==> config.mk <==
export PLATFORM = sky130hd
export DESIGN_NAME = msbc_top
export DESIGN_NICKNAME = d
export VERILOG_FILES = /design/src/logic/msbc_pkg.sv /design/src/logic/msbc_bal_reg.sv /design/src/logic/msbc_top.sv
export SDC_FILE = /design/constraint.sdc
export NUM_CORES = 1
export LEC_CHECK = 0
export CAP_MARGIN = 20
export CORE_MARGIN = 2
export CORE_UTILIZATION = 71
export CTS_BUF_LIST = sky130_fd_sc_hd__clkbuf_2 sky130_fd_sc_hd__clkbuf_4 sky130_fd_sc_hd__clkbuf_8
export DETAILED_ROUTE_END_ITERATION = 12
export DONT_BUFFER_PORTS = 1
export PLACE_DENSITY = 0.95
export SYNTH_ARGS = -nofsm -noshare
export SYNTH_HDL_FRONTEND = slang
export SYNTH_SLANG_ARGS = --single-unit
==> constraint.sdc <==
create_clock -name clk_sys -period 3.8 [get_ports clk_sys]
set_input_delay 0.57 -clock clk_sys [delete_from_list [all_inputs] [get_ports clk_sys]]
set_output_delay 0.57 -clock clk_sys [all_outputs]
set_load 0.005 [all_outputs]
==> src/logic/msbc_pkg.sv <==
// Purpose: Shared constants for measure status and balance control
// Assumes: 8-bit registers on a byte address bus
// Notes: Offsets are byte addresses
package msbc_pkg;
  localparam int MSBC_AW = 7;
  localparam int MSBC_DW = 8;
  localparam logic [6:0] MSBC_CELL_CTRL = 7'h06;
  localparam logic [6:0] MSBC_TEMP_CTRL = 7'h07;
  localparam logic [6:0] MSBC_REG_CTRL = 7'h08;
  localparam logic [6:0] MSBC_PIN_CTRL = 7'h09;
  localparam logic [6:0] MSBC_STATUS = 7'h0a;
  localparam logic [6:0] MSBC_CELL_PROG_LO = 7'h0b;
  localparam logic [6:0] MSBC_CELL_PROG_HI = 7'h0c;
  localparam logic [6:0] MSBC_TEMP_PROG = 7'h0d;
  localparam logic [6:0] MSBC_BAL_LO = 7'h0e;
  localparam logic [6:0] MSBC_BAL_HI = 7'h0f;
  localparam int MSBC_START_BIT = 7;
  localparam logic [7:0] MSBC_RESET_VAL = 8'h00;
  localparam int MSBC_NCELL = 16;
  localparam int MSBC_NTEMP = 4;
  localparam int MSBC_CONV_CYCLES = 50;
  typedef enum logic [2:0] {
    MSBC_IDLE = 3'b000,
    MSBC_CELL = 3'b001,
    MSBC_TEMP = 3'b010,
    MSBC_REGV = 3'b011,
    MSBC_PIN = 3'b100
  } msbc_mode_e;
endpackage

==> src/logic/msbc_bal_reg.sv <==
// Purpose: One 8-bit balance switch register and its any-set flag
// Assumes: Write strobe is one cycle on clk_sys
// Notes: Drives eight balance outputs directly
`timescale 1ns/1ns
module msbc_bal_reg (
  // Clock and reset
  input wire logic clk_sys,
  input wire logic rst_b,
  // Write
  input wire logic wr_en,
  input wire logic [7:0] wr_data,
  // Outputs
  output logic [7:0] bal_r,
  output logic any_r
);
  import msbc_pkg::*;
  always_ff @(posedge clk_sys) begin
    if (!rst_b) begin
      bal_r <= MSBC_RESET_VAL;
      any_r <= 1'b0;
    end else if (wr_en) begin
      bal_r <= wr_data;
      any_r <= |wr_data;
    end
  end
endmodule

==> src/logic/msbc_top.sv <==
// Purpose: Measurement start/stop, exclusion, progress status, cell balance
// Assumes: Register port byte-wide; converter step is a fixed cycle count
// Notes: Each channel conversion takes CONV_CYCLES cycles, MSBC_CONV_CYCLES by default
//
// Contract
// Clearing regulator start never aborts conversion
// Regulator start ignored while other measurement runs
// Pin fault start bit at 09H starts detection
// Pin fault stop after current cell; bit busy
// Pin fault start ignored while other measurement runs
// Status register read-only, writes discarded
// Status bits 0-3 mirror the four busy flags
// Status bit 4 any lower balance active
// Status bit 5 any upper balance active
// Status bit 6 mirrors regulator drop detector
// Cell start clears progress, sets per cell
// Pin fault start clears progress, sets per cell
// 0BH cells 1-8, 0CH cells 9-16
// Temperature start clears sensor progress, sets per sensor
// 0EH bit n-1 drives balance output n
// 0FH drives outputs 9-16, any combination
// Cell start/stop at 06H top bit, busy
// Temperature start/stop at 07H top bit, busy
// Regulator start at 08H top bit
// One start at a time, fixed priority
`timescale 1ns/1ns
module msbc_top #(
  parameter int CONV_CYCLES = msbc_pkg::MSBC_CONV_CYCLES
) (
  // Clock and reset
  input wire logic clk_sys,
  input wire logic rst_b,
  // Register port
  input wire logic reg_wr,
  input wire logic reg_rd,
  input wire logic [msbc_pkg::MSBC_AW-1:0] reg_addr,
  input wire logic [msbc_pkg::MSBC_DW-1:0] reg_wdata,
  output logic [msbc_pkg::MSBC_DW-1:0] reg_rdata,
  output logic reg_rvalid,
  // Analog status
  input wire logic regulator_drop_flag,
  // Converter control
  output logic conv_start,
  output logic [2:0] conv_mode,
  output logic [3:0] conv_chan,
  // Balance outputs
  output logic [15:0] balance_output
);
  import msbc_pkg::*;

  ////////////////////////////////////////////////////////////////////////////
  // Decode and synchroniser
  logic wr_cell, wr_temp, wr_reg, wr_pin, wr_bl, wr_bh;
  logic st_bit;
  logic drop_s1_r, drop_s2_r;
  assign st_bit = reg_wdata[MSBC_START_BIT];
  assign wr_cell = reg_wr && reg_addr == MSBC_CELL_CTRL;
  assign wr_temp = reg_wr && reg_addr == MSBC_TEMP_CTRL;
  assign wr_reg = reg_wr && reg_addr == MSBC_REG_CTRL;
  assign wr_pin = reg_wr && reg_addr == MSBC_PIN_CTRL;
  assign wr_bl = reg_wr && reg_addr == MSBC_BAL_LO;
  assign wr_bh = reg_wr && reg_addr == MSBC_BAL_HI;

  always_ff @(posedge clk_sys) begin
    if (!rst_b) begin
      drop_s1_r <= 1'b0;
      drop_s2_r <= 1'b0;
    end else begin
      drop_s1_r <= regulator_drop_flag;
      drop_s2_r <= drop_s1_r;
    end
  end

  ////////////////////////////////////////////////////////////////////////////
  // Measurement sequencer
  msbc_mode_e mode_r;
  logic [3:0] idx_r;
  logic [3:0] last_r;
  logic [15:0] cnt_r;
  logic stop_r;
  logic [15:0] cell_prog_r;
  logic [3:0] temp_prog_r;
  logic [4:0] cell_cfg_r;
  logic [2:0] temp_cfg_r;
  logic idle, step_done;
  logic go_cell, go_temp, go_reg, go_pin;
  assign idle = mode_r == MSBC_IDLE;
  assign step_done = !idle && cnt_r == 16'(CONV_CYCLES - 1);
  // Start writes only take effect from idle; priority cell, temp, regulator, pin
  assign go_cell = idle && wr_cell && st_bit;
  assign go_temp = idle && wr_temp && st_bit && !go_cell;
  assign go_reg = idle && wr_reg && st_bit && !go_cell && !go_temp;
  assign go_pin = idle && wr_pin && st_bit && !go_cell && !go_temp && !go_reg;

  // Mode settings change only while idle
  always_ff @(posedge clk_sys) begin
    if (!rst_b) begin
      cell_cfg_r <= 5'h00;
      temp_cfg_r <= 3'h0;
    end else begin
      if (wr_cell && idle) begin
        cell_cfg_r <= reg_wdata[4:0];
      end
      if (wr_temp && idle) begin
        temp_cfg_r <= {reg_wdata[4], reg_wdata[1:0]};
      end
    end
  end

  always_ff @(posedge clk_sys) begin
    if (!rst_b) begin
      mode_r <= MSBC_IDLE;
      idx_r <= 4'h0;
      last_r <= 4'h0;
      cnt_r <= 16'h0000;
    end else if (go_cell) begin
      mode_r <= MSBC_CELL;
      cnt_r <= 16'h0000;
      idx_r <= reg_wdata[4] ? 4'h0 : reg_wdata[3:0];
      last_r <= reg_wdata[3:0];
    end else if (go_pin) begin
      mode_r <= MSBC_PIN;
      cnt_r <= 16'h0000;
      idx_r <= cell_cfg_r[4] ? 4'h0 : cell_cfg_r[3:0];
      last_r <= cell_cfg_r[3:0];
    end else if (go_temp) begin
      mode_r <= MSBC_TEMP;
      cnt_r <= 16'h0000;
      idx_r <= reg_wdata[4] ? 4'h0 : {2'b00, reg_wdata[1:0]};
      last_r <= {2'b00, reg_wdata[1:0]};
    end else if (go_reg) begin
      mode_r <= MSBC_REGV;
      cnt_r <= 16'h0000;
      idx_r <= 4'h0;
      last_r <= 4'h0;
    end else if (step_done) begin
      cnt_r <= 16'h0000;
      // Stop request honoured only at a channel boundary
      if (idx_r == last_r || (stop_r && mode_r != MSBC_REGV)) begin
        mode_r <= MSBC_IDLE;
      end else begin
        idx_r <= idx_r + 4'h1;
      end
    end else if (!idle) begin
      cnt_r <= cnt_r + 16'h0001;
    end
  end

  // Pending stop; regulator control has no stop
  always_ff @(posedge clk_sys) begin
    if (!rst_b) begin
      stop_r <= 1'b0;
    end else if (idle) begin
      stop_r <= 1'b0;
    end else begin
      case (mode_r)
        MSBC_CELL: begin
          if (wr_cell && !st_bit) stop_r <= 1'b1;
        end
        MSBC_TEMP: begin
          if (wr_temp && !st_bit) stop_r <= 1'b1;
        end
        MSBC_PIN: begin
          if (wr_pin && !st_bit) stop_r <= 1'b1;
        end
        default: begin
          stop_r <= stop_r;
        end
      endcase
    end
  end

  ////////////////////////////////////////////////////////////////////////////
  // Progress registers
  always_ff @(posedge clk_sys) begin
    if (!rst_b) begin
      cell_prog_r <= 16'h0000;
    end else if (go_cell || go_pin) begin
      cell_prog_r <= 16'h0000;
    end else if (step_done && (mode_r == MSBC_CELL || mode_r == MSBC_PIN)) begin
      cell_prog_r[idx_r] <= 1'b1;
    end
  end

  always_ff @(posedge clk_sys) begin
    if (!rst_b) begin
      temp_prog_r <= 4'h0;
    end else if (go_temp) begin
      temp_prog_r <= 4'h0;
    end else if (step_done && mode_r == MSBC_TEMP) begin
      temp_prog_r[idx_r[1:0]] <= 1'b1;
    end
  end

  ////////////////////////////////////////////////////////////////////////////
  // Converter outputs
  always_ff @(posedge clk_sys) begin
    if (!rst_b) begin
      conv_start <= 1'b0;
      conv_mode <= 3'b000;
      conv_chan <= 4'h0;
    end else begin
      conv_start <= !idle && cnt_r == 16'h0000;
      conv_mode <= mode_r;
      conv_chan <= idx_r;
    end
  end

  ////////////////////////////////////////////////////////////////////////////
  // Balance registers
  logic [7:0] bal_lo, bal_hi;
  logic any_lo, any_hi;
  msbc_bal_reg u_bal_lo (
    .clk_sys(clk_sys),
    .rst_b(rst_b),
    .wr_en(wr_bl),
    .wr_data(reg_wdata),
    .bal_r(bal_lo),
    .any_r(any_lo)
  );
  msbc_bal_reg u_bal_hi (
    .clk_sys(clk_sys),
    .rst_b(rst_b),
    .wr_en(wr_bh),
    .wr_data(reg_wdata),
    .bal_r(bal_hi),
    .any_r(any_hi)
  );
  assign balance_output = {bal_hi, bal_lo};

  ////////////////////////////////////////////////////////////////////////////
  // Read port
  logic b_cell, b_temp, b_reg, b_pin;
  logic [7:0] status;
  assign b_cell = mode_r == MSBC_CELL;
  assign b_temp = mode_r == MSBC_TEMP;
  assign b_reg = mode_r == MSBC_REGV;
  assign b_pin = mode_r == MSBC_PIN;
  // Status has no write decode at all
  assign status = {1'b0, drop_s2_r, any_hi, any_lo, b_pin, b_reg, b_temp, b_cell};

  always_ff @(posedge clk_sys) begin
    if (!rst_b) begin
      reg_rdata <= MSBC_RESET_VAL;
      reg_rvalid <= 1'b0;
    end else begin
      reg_rvalid <= reg_rd;
      case (reg_addr)
        MSBC_CELL_CTRL: reg_rdata <= {b_cell, 2'b00, cell_cfg_r};
        MSBC_TEMP_CTRL: reg_rdata <= {b_temp, 2'b00, temp_cfg_r[2], 2'b00, temp_cfg_r[1:0]};
        MSBC_REG_CTRL: reg_rdata <= {b_reg, 7'h00};
        MSBC_PIN_CTRL: reg_rdata <= {b_pin, 7'h00};
        MSBC_STATUS: reg_rdata <= status;
        MSBC_CELL_PROG_LO: reg_rdata <= cell_prog_r[7:0];
        MSBC_CELL_PROG_HI: reg_rdata <= cell_prog_r[15:8];
        MSBC_TEMP_PROG: reg_rdata <= {4'h0, temp_prog_r};
        MSBC_BAL_LO: reg_rdata <= bal_lo;
        MSBC_BAL_HI: reg_rdata <= bal_hi;
        default: reg_rdata <= 8'h00;
      endcase
    end
  end

  ////////////////////////////////////////////////////////////////////////////
  // Checks
  regv_no_abort_a: assert property (@(posedge clk_sys) disable iff (!rst_b)
    (b_reg && !step_done) |=> b_reg)
    else $error("regulator conversion ended early");
  regv_excl_a: assert property (@(posedge clk_sys) disable iff (!rst_b)
    (!idle && wr_reg && st_bit && !b_reg) |=> !b_reg)
    else $error("regulator start accepted while busy");
  pin_start_a: assert property (@(posedge clk_sys) disable iff (!rst_b)
    go_pin |=> b_pin && cell_prog_r == 16'h0000)
    else $error("pin fault start not taken");
  pin_stop_a: assert property (@(posedge clk_sys) disable iff (!rst_b)
    (b_pin && !step_done) |=> b_pin)
    else $error("pin fault ended mid cell");
  pin_excl_a: assert property (@(posedge clk_sys) disable iff (!rst_b)
    (!idle && !b_pin && wr_pin) |=> !b_pin)
    else $error("pin fault start accepted while busy");
  status_ro_a: assert property (@(posedge clk_sys) disable iff (!rst_b)
    (reg_wr && reg_addr == MSBC_STATUS && idle) |=> $stable(bal_lo) && $stable(bal_hi)
    && $stable(mode_r) && $stable(cell_cfg_r) && $stable(temp_cfg_r))
    else $error("status write changed state");
  busy_onehot_a: assert property (@(posedge clk_sys) disable iff (!rst_b)
    $onehot0(status[3:0]) && (status[3:0] == 4'h0) == idle)
    else $error("busy flags inconsistent");
  bal_any_a: assert property (@(posedge clk_sys) disable iff (!rst_b)
    any_lo == (|bal_lo) && any_hi == (|bal_hi))
    else $error("balance flag mismatch");
  drop_flag_a: assert property (@(posedge clk_sys) disable iff (!rst_b)
    status[6] == $past(regulator_drop_flag, 2))
    else $error("drop flag not mirrored");
  prog_set_a: assert property (@(posedge clk_sys) disable iff (!rst_b)
    (step_done && b_cell) |=> cell_prog_r[$past(idx_r)])
    else $error("cell progress bit not set");
  temp_set_a: assert property (@(posedge clk_sys) disable iff (!rst_b)
    (step_done && b_temp) |=> temp_prog_r[$past(idx_r[1:0])])
    else $error("sensor progress bit not set");
  temp_clr_a: assert property (@(posedge clk_sys) disable iff (!rst_b)
    go_temp |=> temp_prog_r == 4'h0 && b_temp)
    else $error("temperature progress not cleared");
endmodule

==> results.toml <==
[clock_tree]
clk_latency_ns = 0.38
cts_setup_buffers = 0
cts-root-buf = "clkbuf_8"
cts-resized-gates = 0
clk_path_buf_depth = 2
cts.sinks = 93
cts.htree.levels = 3
numCtsBuffers = 9
cts_hold_buffers = 0
cts_tree = "yes"
clk_pin_slew_ns = 0.11

[flow_run]
cap_violations = 0

[grt]
globalRouteMet2Util_pct = 52.86
antenna_found_initial = 0
track_usage_pct = 33.92
grt_use_met1_pct = 43.41
busiest_layer = "met2"
grt_max_degree = 38
grt_util_met3_pct = 10.83
first_global_vias = 3841
grt_pass1_wl_um = 18920
gr-total-overflow = 0

[setup_path]
cp_slowest_cell = "nor4_1"
path_max_fanout = 13
path_cells = "or3_4 > nand2_1 > nor4_1 > a21oi_1 > nor2_1"
crit_buf_inv = 0
critPathTopFamily = "simple AND/OR/NAND/NOR gates"
cp-end-kind = "flip-flop"
required_ns = 4.12
r2r_slack_ns = 1.49
slowest_delay_ns = 0.72
worstSetupPathType = "flip-flop to flip-flop"
start_kind = "flip-flop"
arrival_ns = 2.62

[drt]
firstDrtPassIters = 7
wire_per_inst_um = 20.23
postRouteAntennaNets = 0
via_per_inst = 6.890
initialDrtViolationCount = 565
wirelength_um = 11550
num_vias = 3934
drc = 0

[hold_path]
hold_class = "input pin to flip-flop"

[place]
placed_area_sq_um = 4379
finalWeightedCongestion = 0.9305
hpwl_um = 8099
port_buffers = 0

[sta]
worst_pin_slew_ns = 0.8225
setup_tns_ns = 0
setup_viol = 0
slew_viol_final = 0
min_period_over_period_pct = 60.69
rsz0062_at_grt = "false"
hold_viol = 0
slew-limit-headroom_pct = 44.66
fmax_ghz = 0.4336
worst_clock_skew_ns = 0.008601
min_period_ns = 2.306

[floorplan]
start_util_pct = 74.16
dieArea_sq_um = 6906
die_h_um = 83.11
die_w_um = 83.11
rows = 28
ios = 53
design.core.area_sq_um = 5991

[logic_synthesis]
synth_top_area_cell = "dfxtp_1"
synth_area_sq_um = 4443
synth_edf_count = 0
syn_inst = 508
synth_seq_area_share_pct = 41.90
ys_ff_latch = 93
yosysTopAreaCellShare_pct = 41.90
ys_types = 69
synth_top_flop_cell = "dfxtp_1"
yosysMostFrequentCell = "dfxtp_1"
synth_nets = 535
synth_area_leaders = "dfxtp_1, a21oi_1, nor2_1"
avgSynthCellArea_sq_um = 8.746
async_flop_share_pct = 0
synth_common_cells = "dfxtp_1, nor2_1, a21oi_1, nand2_1, nand3_1"
yosysWarnings = 0

[layout]
fin_area_sq_um = 4579
antenna_cells = 0
drive_gt1_share_pct = 8.266
nets = 518
fillers = 418
final_util_pct = 76.44
area_growth_pct = 3.070
area.sequential_sq_um = 1862
multi_input_area_sq_um = 2367

[pwr]
p_leak_nw = 1.626
power_density_nw_per_um2 = 370.2
peakVddDrop_uv = 315.3

[status]
outcome = "finished clean"
## per-layer routing
| layer | up-vias | wire length, um | part of all wire [%] |
|---|---|---|---|
| met2 | 276 | 5382 | 47 |
| met3 | 45 | 1281 | 11 |
| met4 | 0 | 456 | 3.9 |
| met1 | 1830 | 4431 | 38 |
| li1 | 1783 | - | - |
| met5 | - | 0 | 0 |
## worst reg2reg max path, delay by kind of cell, from the launching register on
kind               cells  cell delay, ns
AOI/OAI and AO/OA      1            0.19
DFF                    1            0.68
and+or+nand+nor        4            1.38
## metrics by stage
step	hold slack [ns]	total power [mW]	instances	worst slack, ns
after CTS	0.2912	1.696	571	1.600
final	0.3044	1.695	571	1.494
after global routing	0.2912	1.745	571	1.416
after floorplan	0.4119	1.057	508	1.780
after global placement	0.4210	1.047	555	1.325
after detailed placement	0.4240	1.048	555	1.234
## report_power, final
part           total [mW]  internal, mW  switching [mW]
registers           0.979         0.977         0.00240
clock network       0.667         0.262           0.406
logic              0.0486        0.0152          0.0334
total                1.70          1.25           0.441
## logic make-up after synthesis
kind of cell / share of synthesized area [%]
muxes: 3.774
buffers and inverters: 4.815
DFF: 41.90
xor gates and xnor gates: 3.548
adders and majority gates: 1.971
AOI/OAI and AO/OA: 16.62
and+or+nand+nor: 27.37
## cell type report
class / count / share of cell area, %
tap: 75 / 2.049
clock buffer: 9 / 2.705
sequential: 93 / 40.66
inverter: 15 / 1.230
clock inverter: 7 / 1.667
multi-input combinational: 372 / 51.69
## final timing paths
path	from	end	cells past startpoint
setup / recovery	mode_r[2]	cell_prog_r[8]	5
hold / removal	reg_wr	u_bal_lo.any_r	1
setup reg to reg	mode_r[2]	cell_prog_r[8]	5
hold reg to reg	drop_s1_r	drop_s2_r	1
## registers in the layout, indices dropped and copies added (netlist names), 3 cells and up
name and count:
conv_chan 4, temp_cfg_r 3, last_r 4, cell_prog_r 16, cell_cfg_r 5, mode_r 3, idx_r 4, reg_rdata 8
cnt_r 16, u_bal_hi.bal_r 8, temp_prog_r 4, u_bal_lo.bal_r 8, conv_mode 3
## placed cells by master (no fill, tap or decap), types with 10 or more instances in the layout
master / count
nor2b_1: 10
nand2_1: 43
mux2i_1: 10
dfxtp_1: 93
inv_1: 14
nand3_1: 27
a22oi_1: 10
a21oi_1: 52
nor2_1: 66
xor2_1: 16
(Power assumes the default switching activity.)
